## src/rtl/pwmg_pkg.sv

```systemverilog
package pwmg_pkg;

    ////////////////////////////////////////////////////////////////////////
    // Bus geometry
    localparam int         ADDR_W     = 5;     // Byte address width
    localparam int         DATA_W     = 32;    // Avalon data width
    localparam int         DUTY_W     = 10;    // Full duty / time base width
    localparam int         PRE_W      = 4;     // Prescaler counter width

    ////////////////////////////////////////////////////////////////////////
    // Register byte offsets
    localparam logic [4:0] OFF_MODE   = 5'h00; // unit_mode_control
    localparam logic [4:0] OFF_DUTY   = 5'h04; // duty_upper_register
    localparam logic [4:0] OFF_SHADOW = 5'h08; // duty_shadow_register
    localparam logic [4:0] OFF_PERIOD = 5'h0c; // period_register
    localparam logic [4:0] OFF_TCTRL  = 5'h10; // timer_control_register
    localparam logic [4:0] OFF_TCOUNT = 5'h14; // timer_count
    localparam logic [4:0] OFF_PINCTL = 5'h18; // Pin direction and latch

    ////////////////////////////////////////////////////////////////////////
    // Field positions and encodings
    localparam int         DCLOW_LSB  = 4;     // duty_low_field at [5:4]
    localparam logic [1:0] MODE_PWM   = 2'h3;  // Mode bits [3:2] for PWM
    localparam int         TON_BIT    = 2;     // Timer run enable
    localparam logic [1:0] PS_DIV1    = 2'h0;  // Prescale 1:1
    localparam logic [1:0] PS_DIV4    = 2'h1;  // Prescale 1:4, else 1:16
    localparam int         DIR_BIT    = 0;     // pin_direction_bit
    localparam int         LAT_BIT    = 1;     // Port latch value
    localparam int         PIN_BIT    = 2;     // Pin level, read only
    localparam logic [1:0] PHASE_LAST = 2'h3;  // Clocks per timer step - 1

    ////////////////////////////////////////////////////////////////////////
    // Reset values
    localparam logic [7:0] RST_BYTE   = 8'h00;
    localparam logic [7:0] RST_PERIOD = 8'hff;
    localparam logic       RST_DIR    = 1'b1;  // Pin starts as input

endpackage

```

## src/rtl/pwmg_top.sv

```systemverilog
// Notes on behaviour
// - Output duty resolution up to ten bits.
// - Only period, timer, duty, mode and pin control registers steer.
// - High output is on, low is off.
// - Zero duty stays low, full stays high.
// - Mode zero returns pin to port latch.
// - Time base is timer plus two low bits.
// - Shadow register read only in PWM mode.
// - Unimplemented bits read back as zero.
// - Period wrap clears timer, sets pin unless duty is zero, reloads.
// - Time base matching shadow duty clears pin.
// - Duty is upper register plus low field.
// - Divide by one uses clock phase bits.
module pwmg_top
    import pwmg_pkg::*;
(
    // Clock and reset
    input  wire logic              clock,
    input  wire logic              rstn,
    // Avalon-MM slave
    input  wire logic [ADDR_W-1:0] address,
    input  wire logic              read,
    input  wire logic              write,
    input  wire logic [3:0]        byteenable,
    input  wire logic [DATA_W-1:0] writedata,
    output logic      [DATA_W-1:0] readdata,
    output logic                   waitrequest,
    // Output pin
    output logic                   pwm_output_pin_o,
    output logic                   pwm_output_pin_oe
);

    ////////////////////////////////////////////////////////////////////////
    // Decoding shared by the read and write paths
    function automatic logic hit(input logic [ADDR_W-1:0] a,
                                 input logic [4:0]        off);
        hit = (a[ADDR_W-1:2] == off[4:2]);
    endfunction

    ////////////////////////////////////////////////////////////////////////
    // State
    logic [7:0]       mode_ctl, next_mode_ctl;     // unit_mode_control
    logic [7:0]       duty_up, next_duty_up;       // duty_upper_register
    logic [7:0]       shadow, next_shadow;         // duty_shadow_register
    logic [1:0]       duty_latch, next_duty_latch; // Hidden low duty bits
    logic [7:0]       period, next_period;         // period_register
    logic [7:0]       tctrl, next_tctrl;           // timer_control_register
    logic [7:0]       timer, next_timer;           // timer_count
    logic [1:0]       phase, next_phase;           // System clock phase
    logic [PRE_W-1:0] pre, next_pre;               // Prescaler count
    logic             pin_dir, next_pin_dir;       // pin_direction_bit
    logic             pin_lat, next_pin_lat;       // Port latch
    logic             pwm_q, next_pwm_q;           // Waveform level
    logic             ack, next_ack;               // Bus answer phase
    logic [DATA_W-1:0] next_readdata;

    // Derived terms
    logic             pwm_mode;   // Unit in standard PWM mode
    logic             tick;       // Timer increments this cycle
    logic             wrap;       // Timer count equals period on tick
    logic [1:0]       low2;       // Low time-base bits
    logic [DUTY_W-1:0] tbase;     // Ten-bit time base
    logic [DUTY_W-1:0] duty_full; // Software duty value
    logic             match;      // Time base reaches duty next edge
    logic             step;       // Time base advances next edge
    logic             wr_go;      // Write accepted this cycle
    logic             rd_go;      // Read sampled this cycle

    ////////////////////////////////////////////////////////////////////////
    // Time base and match
    always_comb begin
        pwm_mode  = (mode_ctl[3:2] == MODE_PWM);
        // Prescale terminal count depends on the selected ratio
        case (tctrl[1:0])
            PS_DIV1: tick = (phase == PHASE_LAST);
            PS_DIV4: tick = (phase == PHASE_LAST) && (pre[1:0] == 2'h3);
            default: tick = (phase == PHASE_LAST) && (pre == 4'hf);
        endcase
        tick      = tick && tctrl[TON_BIT];
        wrap      = tick && (timer == period);
        // Low bits from the clock phase at 1:1, else the prescaler
        case (tctrl[1:0])
            PS_DIV1: low2 = phase;
            PS_DIV4: low2 = pre[1:0];
            default: low2 = pre[3:2];
        endcase
        tbase     = {timer, low2};
        duty_full = {duty_up, mode_ctl[DCLOW_LSB+1:DCLOW_LSB]};
        // Look one step ahead: the pin flop is registered, so clearing
        // it on the step before the match makes it low exactly while
        // the time base equals the duty, giving duty times unit on time
        case (tctrl[1:0])
            PS_DIV1: step = 1'b1;
            PS_DIV4: step = (phase == PHASE_LAST);
            default: step = (phase == PHASE_LAST) && (pre[1:0] == 2'h3);
        endcase
        step      = step && tctrl[TON_BIT];
        // A duty above the period never matches, so the pin stays high
        match     = step
                    && (tbase + 10'h001 == {shadow, duty_latch});
    end

    ////////////////////////////////////////////////////////////////////////
    // Bus handshake: one wait cycle, then the answer
    always_comb begin
        // Every request costs one wait cycle; read data are captured
        // while waitrequest is high and stand from the next cycle on
        waitrequest = (read || write) && !ack;
        wr_go       = write && ack;
        rd_go       = read && !ack;
        next_ack    = (read || write) && !ack;
    end

    ////////////////////////////////////////////////////////////////////////
    // Timer, prescaler and waveform next state
    always_comb begin
        next_phase      = phase + 2'h1;
        next_pre        = pre;
        next_timer      = timer;
        next_shadow     = shadow;
        next_duty_latch = duty_latch;
        next_pwm_q      = pwm_q;
        if (tctrl[TON_BIT] && phase == PHASE_LAST) begin
            next_pre = pre + 4'h1;
        end
        if (tick) begin
            next_timer = timer + 8'h01;
        end
        // Ordinary stepping may clear the pin on a match
        if (pwm_mode && match) begin
            next_pwm_q = 1'b0;
        end
        // Period end: restart, reload buffer, set unless duty is zero
        if (wrap) begin
            next_timer = 8'h00;
            next_pre   = '0;
            if (pwm_mode) begin
                next_shadow     = duty_up;
                next_duty_latch = duty_full[1:0];
                next_pwm_q      = (duty_full != '0);
            end
        end
        // Timer count may be preset while it is stopped or running
        if (wr_go && byteenable[0] && hit(address, OFF_TCOUNT)) begin
            next_timer = writedata[7:0];
        end
        // Shadow is writable only outside PWM mode
        if (wr_go && byteenable[0] && hit(address, OFF_SHADOW)
            && !pwm_mode) begin
            next_shadow = writedata[7:0];
        end
        if (!pwm_mode) begin
            next_pwm_q = 1'b0;
        end
    end

    ////////////////////////////////////////////////////////////////////////
    // Software registers next state
    always_comb begin
        next_mode_ctl = mode_ctl;
        next_duty_up  = duty_up;
        next_period   = period;
        next_tctrl    = tctrl;
        next_pin_dir  = pin_dir;
        next_pin_lat  = pin_lat;
        // Duty halves may be written at any time; buffering hides it
        if (wr_go && byteenable[0]) begin
            if (hit(address, OFF_MODE)) begin
                next_mode_ctl = {2'h0, writedata[5:0]};
            end
            if (hit(address, OFF_DUTY)) begin
                next_duty_up = writedata[7:0];
            end
            if (hit(address, OFF_PERIOD)) begin
                next_period = writedata[7:0];
            end
            if (hit(address, OFF_TCTRL)) begin
                next_tctrl = {5'h00, writedata[2:0]};
            end
            if (hit(address, OFF_PINCTL)) begin
                next_pin_dir = writedata[DIR_BIT];
                next_pin_lat = writedata[LAT_BIT];
            end
        end
    end

    ////////////////////////////////////////////////////////////////////////
    // Read data, captured on the wait cycle; spare bits read zero
    always_comb begin
        next_readdata = readdata;
        if (rd_go) begin
            next_readdata = '0;
            if (hit(address, OFF_MODE)) begin
                next_readdata[7:0] = mode_ctl;
            end else if (hit(address, OFF_DUTY)) begin
                next_readdata[7:0] = duty_up;
            end else if (hit(address, OFF_SHADOW)) begin
                next_readdata[7:0] = shadow;
            end else if (hit(address, OFF_PERIOD)) begin
                next_readdata[7:0] = period;
            end else if (hit(address, OFF_TCTRL)) begin
                next_readdata[7:0] = tctrl;
            end else if (hit(address, OFF_TCOUNT)) begin
                next_readdata[7:0] = timer;
            end else if (hit(address, OFF_PINCTL)) begin
                next_readdata[DIR_BIT] = pin_dir;
                next_readdata[LAT_BIT] = pin_lat;
                next_readdata[PIN_BIT] = pwm_output_pin_o;
            end
        end
    end

    ////////////////////////////////////////////////////////////////////////
    // Registers; all defaults restored by reset
    always_ff @(posedge clock or negedge rstn) begin
        if (!rstn) begin
            mode_ctl   <= RST_BYTE;
            duty_up    <= RST_BYTE;
            shadow     <= RST_BYTE;
            duty_latch <= 2'h0;
            period     <= RST_PERIOD;
            tctrl      <= RST_BYTE;
            timer      <= RST_BYTE;
            phase      <= 2'h0;
            pre        <= '0;
            pin_dir    <= RST_DIR;
            pin_lat    <= 1'b0;
            pwm_q      <= 1'b0;
            ack        <= 1'b0;
            readdata   <= '0;
        end else begin
            mode_ctl   <= next_mode_ctl;
            duty_up    <= next_duty_up;
            shadow     <= next_shadow;
            duty_latch <= next_duty_latch;
            period     <= next_period;
            tctrl      <= next_tctrl;
            timer      <= next_timer;
            phase      <= next_phase;
            pre        <= next_pre;
            pin_dir    <= next_pin_dir;
            pin_lat    <= next_pin_lat;
            pwm_q      <= next_pwm_q;
            ack        <= next_ack;
            readdata   <= next_readdata;
        end
    end

    ////////////////////////////////////////////////////////////////////////
    // Pin: waveform in PWM mode, port latch otherwise
    always_comb begin
        // High level is the on state of the load
        pwm_output_pin_o  = pwm_mode ? pwm_q : pin_lat;
        // Drive only once software has cleared the direction bit
        pwm_output_pin_oe = !pin_dir;
    end
endmodule

```

## config.mk

```make
export PLATFORM = sky130hd
export DESIGN_NAME = pwmg_top
export DESIGN_NICKNAME = d
export VERILOG_FILES = /design/src/rtl/pwmg_pkg.sv /design/src/rtl/pwmg_top.sv
export SDC_FILE = /design/constraint.sdc
export NUM_CORES = 1
export LEC_CHECK = 0
export BUFFER_PORTS_ARGS = -buffer_cell sky130_fd_sc_hd__buf_2
export CORE_MARGIN = 4
export CORE_UTILIZATION = 57
export CTS_BUF_LIST = sky130_fd_sc_hd__clkbuf_4
export DETAILED_ROUTE_END_ITERATION = 12
export PLACE_DENSITY = 0.83
export SYNTH_ARGS = -nofsm -noshare
export SYNTH_HDL_FRONTEND = slang
export SYNTH_SLANG_ARGS = --single-unit
```

## constraint.sdc

```tcl
create_clock -name clock -period 6.2 [get_ports clock]
set_clock_uncertainty 0.15 [all_clocks]
set_input_delay 0 -clock clock [delete_from_list [all_inputs] [get_ports clock]]
set_output_delay 0 -clock clock [all_outputs]
set_load 0.005 [all_outputs]
```

==> reports/metrics.cfg, run 1 <==
[worst_setup_path]
ff2ff_path_depth=8
worstPathRequired_ns=6.34
r2r_start=tctrl[0]
path_class=flip-flop to flip-flop
start_kind=flip-flop
r2r_end=pwm_q
worstSetupStartpoint=tctrl[0]
cp-end-kind=flip-flop
cp.arrival_ns=3.18
reg2reg_slack_ns=3.16
endpoint=pwm_q
crit_fanout=6

[synthesis]
synth_warnings=0
synth_cell_type_count=51
synthArstFlopShare_pct=100
synth_top_area_share_pct=36.1
ys_seq_area_share_pct=42.7
ys_seq_elements=61
synth.avg_cell_area_um2=9.95
syn_inst=362
synthTopCellsByArea=dfrtp_1 (36%), mux2_2 (10%), dfstp_2 (6.6%), buf_4 (5.8%), xor2_1 (4.4%)
synth-simple-area-share_pct=14.1
synth_commonest_cells=dfrtp_1 (52), nor2_1 (35), mux2_2 (32)
synth_area_um2=3600
synth_fa_ha_area_share_pct=1.39
yosys.area.top_type=dfrtp_1
synth.most_common_cell=dfrtp_1
synth-main-ff-cell=dfrtp_1
muxShareOfSynthArea_pct=14.8
synth_compound_area_share_pct=13.1
synth_edf_count=0
synth_xor_xnor_area_share_pct=5.11
synth_top_family_by_area=multiplexers

[outcome]
outcome=complete, no violations

[power]
power_mw=1.34
ir_drop_mv=0.223
power_per_cell_area_nw_per_um2=338
power_leakage_nw=1.77

[clock_network]
clk_path_buf_depth=2
cts-resized-gates=0
cts_tree=built
cts_sinks=61
clk_pin_slew_ns=0.10
cts_max_level=3
cts_root_buf=clkbuf_4
insertion_delay_ns=0.41
numCtsBuffers=9

[worst_hold_path]
hold_path_class=input pin to flip-flop

[route]
wl_per_cell_um=17.9
wl_met2_mm=4.17
drt_wl_total_mm=8.51
wl_met1_mm=3.27
drc_errors=0
highest_layer=met4
final_antenna_net_count=0
first_iter_violations=242
vias=2879
routed-wl-met3_um=608
viasPerCell=6.05
dr.pass1.iters=5

[final_layout]
final_area_um2=3960
area_growth_pct=10.0
utilization_pct=65.8
drive_above_1_share_pct=24.2
nNetsFinal=445
diodes=0

[timing]
report.final.hold_viol_count=0
max_freq_mhz=328
fin_crit_sh_pct=49.1
maxSlewHeadroom_pct=50.4
fin_setup_tns_ns=0
finalSetupViolCount=0
grt_setup_unrepaired=false
tightest_slew_ns=0.744
min_period_ns=3.04
fin_ws_ns=3.16
slew_viol_final=0

[run]
drv_cap=0

[floorplanning]
die_y_um=87.5
num_rows=28
io_pins=80
core_um2=6030
die_area_um2=7660
initial_utilization_pct=59.8
die_w_um=87.5

[placement]
place_hpwl_mm=6.13
pre_cts_ws_ns=3.20
post_dp_cell_area_um2=3650
routabilityCongestion=0.905
place.port_buffers=26

[global_route]
grt_pass1_wl_mm=13.9
grt_antenna_before_repair=0
overflow=0
grt_max_degree=62
grt_usage_pct=24.0
grt_pass1_vias=2896

-- worst min-delay path by stage --
stage / end / from / depth (start not counted) / slack, ns
floorplan: ack / rstn / 0 / -0.45
global placement: duty_up[2] / rstn / 2 / 0.04
detailed placement: duty_up[2] / rstn / 2 / 0.06
CTS: pin_lat / byteenable[0] / 4 / 0.07
global route: pin_lat / byteenable[0] / 4 / 0.10
finish: pin_lat / byteenable[0] / 4 / 0.08
-- stage by stage --
| stage | instances | hold WS [ns] |
|---|---|---|
| 6_report | 476 | 0.0834 |
| 5_1_grt | 476 | 0.101 |
| 4_1_cts | 476 | 0.0739 |
| 3_5_place_dp | 445 | 0.0570 |
| 3_3_place_gp | 445 | 0.0433 |
| 2_1_floorplan | 385 | -0.446 |
-- what timing repair did --
action | in CTS | in global routing
buffers inserted | 0 | 0
endpoints found under the setup margin | 0 | 0
hold endpoints to repair | 101 | 0
hold buffers | 15 | 0
-- critical path, stage by stage, from the launching register on --
cell and delay, ns:
dfrtp_1 0.49, mux2_4 0.33, mux2_4 0.29, ha_1 0.30
xor2_1 0.16, a2111oi_0 0.46, o211ai_1 0.22, a2111oi_2 0.40
o31ai_1 0.12
-- cell families after synthesis --
group / Yosys count
compound gates: 73
xor+xnor: 21
mux: 42
flops: 61
other cells: 1
fa+ha+maj: 4
simple gates: 107
buf+inv: 53
-- area by class of cell --
cell class	count	area, um2
Clock buffer	9	67.6
Clock inverter	7	90.1
Fill cell	461	2060
Inverter	9	33.8
Multi-Input combinational cell	271	1840
Sequential cell	61	1540
Tap cell	75	93.8
Timing Repair Buffer	44	303
-- flip-flops by register name (all words and copies together), names as in the netlist, 2 cells and up --
name,flops
duty_latch,2
duty_up,8
mode_ctl,6
period,8
phase,2
pre,4
readdata,8
shadow,8
tctrl,3
timer,8
-- cell usage in the layout, fill, tap and decap left out, drive strengths merged, types with 2 or more instances in the layout --
cell | netlist | routed
a2111oi | 2 | 2
a21o | 2 | 2
a21oi | 6 | 6
a22oi | 8 | 8
a311oi | 2 | 2
a31oi | 5 | 5
and2 | 2 | 2
and3 | 4 | 4
buf | 36 | 29
bufinv | 0 | 2
clkbuf | 8 | 9
clkinv | 0 | 4
conb | 1 | 24
dfrtp | 52 | 52
dfstp | 9 | 9
dlygate4sd3 | 0 | 15
ha | 4 | 4
inv | 9 | 9
mux2 | 34 | 34
mux2i | 3 | 3
mux4 | 5 | 5
nand2 | 30 | 30
nand2b | 3 | 3
nand3 | 11 | 11
nand4 | 4 | 4
nor2 | 35 | 35
nor2b | 6 | 6
nor3 | 3 | 3
nor3b | 2 | 2
nor4 | 2 | 2
o211ai | 4 | 4
o21ai | 26 | 26
o22ai | 10 | 10
or4 | 2 | 2
xnor2 | 3 | 3
xor2 | 18 | 18
-- report_power, final --
| part | switching (mW) | internal (mW) | leakage, nW |
|---|---|---|---|
| Clock | 0.146 | 0.161 | 0.0833 |
| Sequential | 0.149 | 0.503 | 0.748 |
| Combinational | 0.188 | 0.191 | 0.943 |
| Total | 0.483 | 0.856 | 1.77 |
-- metal layers --
layer	GRT usage [%]	up-vias
li1	-	1317
met1	29.2	1386
met2	38.1	133
met3	5.11	43
met4	16.3	0
met5	0	-
(Power assumes the default switching activity.)
==> run 2: changes to the inputs <==
Settings changed: CORE_UTILIZATION 57 to 56, PLACE_DENSITY 0.83 to 0.82.
Clock period 6.2 ns to 3.19 ns, I/O delays scaled along.
==> run 2 against run 1 <==
Effect of this change:
- flip-flop and latch count is the same
- sequential share of layout area grew 0.26 points
- worst setup slack worse by 2.9 ns
- sequential power grew 95%
- highest routed layer unchanged
==> reports/metrics.cfg, run 2 (same netlist as run 1, synthesis figures left out) <==
[outcome]
outcome=complete, no violations

[clock_network]
cts.hold.buffers_added=16  ; +1
cts_root_buf=clkbuf_4
cts_tree=built
cts-resized-gates=0  ; unchanged
cts_max_level=3  ; unchanged
cts_setup_buffers=0  ; unchanged
clk_pin_slew_ns=0.10  ; about the same
cts_sinks=61  ; unchanged
insertion_delay_ns=0.43  ; +0.02 ns
clk_path_buf_depth=2  ; unchanged
numCtsBuffers=9  ; unchanged

[route]
wl_per_cell_um=18.6  ; +3.8%
viasPerCell=6.16  ; +1.9%
drc_errors=0  ; unchanged
final_antenna_net_count=0  ; unchanged
first_iter_violations=225  ; -7.0%
drt_wl_total_mm=8.90  ; +4.5%
dr.pass1.iters=5  ; unchanged
vias=2951  ; +2.5%

[power]
power_mw=2.45  ; +83%
power_per_cell_area_nw_per_um2=621  ; +84%
power_leakage_nw=1.77  ; -0.32%
ir_drop_mv=0.421  ; +89%

[floorplanning]
die_y_um=88.2  ; +0.81%
num_rows=28  ; unchanged
die_area_um2=7780  ; +1.6%
core_um2=6100  ; +1.2%
die_w_um=88.2  ; +0.81%
io_pins=80  ; unchanged
initial_utilization_pct=59.1  ; -0.69 points

[worst_setup_path]
crit_fanout=6  ; unchanged
worstSetupStartpoint=tctrl[0]
ff2ff_path_depth=8  ; unchanged
start_kind=flip-flop
reg2reg_slack_ns=0.26  ; -2.90 ns
r2r_start=tctrl[0]
worstPathRequired_ns=3.33  ; -3.01 ns
path_class=flip-flop to flip-flop
endpoint=pwm_q
cp-end-kind=flip-flop
r2r_end=pwm_q
cp.arrival_ns=3.07  ; -0.11 ns

[final_layout]
area_growth_pct=9.27
drive_above_1_share_pct=24.0  ; -0.18 points
layout_commonest_cell=dfrtp_1
diodes=0  ; unchanged
nNetsFinal=448  ; +0.67%
seqCellArea_um2=1540  ; unchanged
utilization_pct=64.6  ; -1.2 points
final_cell_mix=dfrtp_1 (52), nor2_1 (35), mux2_2 (32)
nFillCells=475  ; +3.0%
multiInputGateArea_um2=1840  ; unchanged

[placement]
routabilityCongestion=0.906  ; about the same
place.port_buffers=26  ; unchanged
place_hpwl_mm=6.34  ; +3.3%

[timing]
maxSlewHeadroom_pct=47.2  ; -3.2 points
slew_viol_final=0  ; unchanged
min_period_ns=2.93  ; -0.114 ns
fin_crit_sh_pct=91.8  ; +43 points
fin_setup_tns_ns=0  ; unchanged
max_freq_mhz=341  ; +3.9%
tightest_slew_ns=0.789  ; +0.0452 ns
grt_setup_unrepaired=false
report.final.hold_viol_count=0  ; unchanged
finalSetupViolCount=0  ; unchanged

[global_route]
grt_pass1_vias=2923  ; +0.93%
grt_antenna_before_repair=0  ; unchanged
grt_usage_pct=25.2  ; +1.2 points
grt_max_degree=34  ; -45%
overflow=0  ; unchanged
grt_pass1_wl_mm=14.6  ; +4.9%

[worst_hold_path]
hold_path_class=input pin to flip-flop

[run]
drv_cap=0  ; unchanged

==> run 2: worst min-delay path by stage <==
stage | from | end | slack (ns) | cells after the start
after detailed placement | rstn | mode_ctl[0] | -0.1 | 1
after global routing | byteenable[0] | pin_dir | 0.06 | 4
after floorplan | rstn | ack | -0.45 | 0
final | byteenable[0] | pin_dir | 0.02 | 4
after global placement | rstn | duty_up[1] | -0.11 | 1
after CTS | byteenable[0] | pin_dir | 0.004 | 4
==> run 2: routing by layer <==
metal  up-vias  global-route usage, %  wire [um]
met5         -                      0          0
met4         0                   14.6        350
met3        35                   4.80        700
met2       140                   39.3       4320
met1      1448                   32.8       3520
li1       1328                      -          -
==> run 2: metrics by stage <==
stage / cells / setup WS [ns] / hold slack, ns / area [um2]
after floorplan: 385 / 0.569 / -0.446 / 3690
after global placement: 447 / 0.363 / -0.110 / 3670
after detailed placement: 447 / 0.284 / -0.0961 / 3670
after CTS: 479 / 0.270 / 0.00450 / 3940
after global routing: 479 / 0.148 / 0.0636 / 3940
final: 479 / 0.260 / 0.0206 / 3940
==> run 2: critical path: stages (launching register included) <==
cell and delay (ns):
dfrtp_1 0.47, mux2_4 0.32, mux2_4 0.29, ha_1 0.28, xor2_1 0.16, a2111oi_0 0.47, o211ai_1 0.20, a2111oi_2 0.33
o31ai_1 0.12
==> run 2: cell type report <==
class / instances / share of cell area [%]
clock buffers: 12 / 2.29
multi-input cells: 271 / 46.7
flip-flops and latches: 61 / 39.1
well taps: 75 / 2.38
clock inverters: 4 / 0.413
inverters: 9 / 0.858
repair buffers: 47 / 8.33
==> run 2: report_power, final <==
| group | switching [mW] | internal (mW) |
|---|---|---|
| sequential | 0.289 | 0.978 |
| clock | 0.264 | 0.178 |
| combinational | 0.367 | 0.371 |
==> run 3: changes to the inputs <==
Settings changed: BUFFER_PORTS_ARGS -buffer_cell sky130_fd_sc_hd__buf_2 to not set, CORE_ASPECT_RATIO set to 0.7, CORE_UTILIZATION 56 to 57, DONT_BUFFER_PORTS set to 1, PLACE_DENSITY 0.82 to 0.72.
==> run 3 against run 2 <==
Effect of this change:
- clock-buffer cell count stayed put
- utilization rose by 2.5 points
- via count is 4.1% lower
- cell area grew 1.0%
- register-to-register slack got worse by 0.12 ns
- fmax fell by 3.9%
==> reports/metrics.cfg, run 3 (same netlist as run 1, synthesis figures left out) <==
[outcome]
outcome=complete, no violations

[worst_setup_path]
r2r_start=ack
slowest_delay_ns=0.65  ; +0.18 ns
worstSetupStartpoint=ack
worstPathCellList=nand4_1 -> dlygate4sd3_1 -> nor3b_2 -> nand2_1 -> dlygate4sd3_1 -> o21ai_0 -> dlygate4sd3_1
worstPathRequired_ns=3.39  ; +0.06 ns
cp.arrival_ns=3.24  ; +0.17 ns
cp-end-kind=flip-flop
crit_fanout=4  ; -2
path_class=flip-flop to flip-flop
cp_num_buf_inv=3  ; +3
start_kind=flip-flop
cpMostUsedCell=dlygate4sd3_1
cp_top_family=buffers and inverters
critPathSlowestCell=dlygate4sd3_1

[route]
vias=2831  ; -4.1%
drt_wl_total_mm=9.13  ; +2.6%
final_antenna_net_count=0  ; unchanged
wl_per_cell_um=19.6  ; +5.7%
dr.pass1.iters=7  ; +2
viasPerCell=6.09  ; -1.2%
drc_errors=0  ; unchanged
first_iter_violations=204  ; -9.3%

[worst_hold_path]
worstHoldStart=address[2]
hold_path_class=input pin to flip-flop

[run]
drv_cap=0  ; unchanged

[timing]
hold_ws_ns=0.0130  ; -0.00764 ns
tightest_slew_ns=0.742  ; -0.0474 ns
fin_ws_ns=0.142  ; -0.118 ns
grt_setup_unrepaired=false
fin_crit_sh_pct=95.6  ; +3.7 points
min_period_ns=3.05  ; +0.118 ns
slew_viol_final=0  ; unchanged
report.final.hold_viol_count=0  ; unchanged
finalSetupViolCount=0  ; unchanged
maxSlewHeadroom_pct=50.4  ; +3.2 points
max_freq_mhz=328  ; -3.9%
fin_setup_tns_ns=0  ; unchanged

[clock_network]
cts_tree=built
clk_path_buf_depth=2  ; unchanged
numCtsBuffers=9  ; unchanged
cts_root_buf=clkbuf_4
insertion_delay_ns=0.41  ; -0.02 ns
clk_pin_slew_ns=0.10  ; about the same
cts_sinks=61  ; unchanged
cts_max_level=3  ; unchanged

[global_route]
grt_pass1_vias=2725  ; -6.8%
grt_pass1_wl_mm=14.4  ; -1.2%
overflow=0  ; unchanged
grt_usage_pct=25.2  ; +0.038 points
grt_antenna_before_repair=0  ; unchanged
grt_max_degree=53  ; +56%

[power]
ir_drop_mv=0.492  ; +17%
p_clk_share_pct=18.3  ; +0.2 points
sw_frac_of_total_pct=37.7  ; +0.13 points
comb_power_share_pct=31.0  ; +0.9 points
power.internal_mw=1.55  ; +1.6%
power_per_cell_area_nw_per_um2=626  ; +0.81%
p_switching_uw=939  ; +2.2%
power_mw=2.49  ; +1.8%
power_leakage_nw=1.72  ; -3.0%
seqPwrFrac_pct=50.6  ; -1.2 points

[placement]
pre_cts_ws_ns=0.242  ; -0.0425 ns
place.port_buffers=0  ; -100%
routabilityCongestion=0.880  ; -2.9%
place_hpwl_mm=6.10  ; -3.8%

[floorplanning]
initial_utilization_pct=60.8  ; +1.7 points
io_pins=80  ; unchanged
die_w_um=103  ; +17%
num_rows=23  ; -18%
core_um2=5930  ; -2.8%
die_y_um=74.5  ; -16%
die_area_um2=7680  ; -1.3%

[final_layout]
diodes=0  ; unchanged
drive_above_1_share_pct=19.5  ; -4.5 points
area_growth_pct=10.4
nFillCells=499  ; +5.1%
final_cell_mix=dfrtp_1 (52), nor2_1 (35), mux2_2 (32)
utilization_pct=67.1  ; +2.5 points
nNetsFinal=434  ; -3.1%
layout_commonest_cell=dfrtp_1

-- run 3: cell types whose count changed in the layout (fill, tap and decap cells not counted) --
| cell | before | now |
|---|---|---|
| nor3b_1 | 2 | 0 |
| nor3b_2 | 0 | 2 |
| and3_2 | 0 | 1 |
| and3_1 | 4 | 3 |
| clkinv_1 | 3 | 2 |
| buf_2 | 26 | 0 |
| buf_16 | 0 | 2 |
| clkinv_2 | 1 | 2 |
| buf_4 | 5 | 4 |
| dlygate4sd3_1 | 16 | 27 |
-- run 3: repair_timing --
item	CTS	global route
setup endpoints to repair	0	5
hold buffers	29	0
hold endpoints to repair	114	0
resized for setup	0	3
setup buffers	0	0
-- run 3: through the flow --
step           cell area, um2  instances
5_1_grt                  3980        465
4_1_cts                  3970        465
3_3_place_gp             3530        420
6_report                 3980        465
3_5_place_dp             3530        420
2_1_floorplan            3690        385
-- run 3: tightest hold or removal path, stage by stage --
cell and delay (ns):
mux4_2 0.19, o21ai_0 0.14, o21ai_0 0.19
-- run 3: worst paths after layout --
kind                          endpoint  slack, ns  depth (start not counted)
min                        readdata[0]       0.01                          3
max                            pin_dir       0.14                          7
max reg2reg                    pin_dir       0.14                          7
max in group asynchronous     tctrl[2]       2.54                          3
min in group asynchronous    period[0]       0.07                          2
min reg2reg                   phase[0]       0.30                          1
-- run 3: cell type report --
cell class              instances  area (um2)  area share [%]
inverters                       9        33.8           0.850
clock inverters                 4        17.5           0.441
multi-input cells             271        1850            46.5
repair buffers                 33         355            8.94
well taps                      75        93.8            2.36
clock buffers                  12        90.1            2.27
flip-flops and latches         61        1540            38.7
-- run 3: power by group through the flow --
stage	logic, mW	clock network [mW]	registers [mW]
3_5_place_dp	0.660	0	1.26
4_1_cts	0.762	0.467	1.25
3_3_place_gp	0.640	0	1.25
6_report	0.773	0.457	1.26
2_1_floorplan	0.661	0	1.12
5_1_grt	0.862	0.502	1.28
-- run 3: per-layer routing --
layer | vias to the layer above | share of wire (%) | GRT usage, %
met4 | 0 | 1.4 | 8.19
li1 | 1294 | - | -
met3 | 19 | 9.7 | 8.15
met1 | 1359 | 44 | 35.1
met2 | 159 | 45 | 37.7
met5 | - | 0 | 0
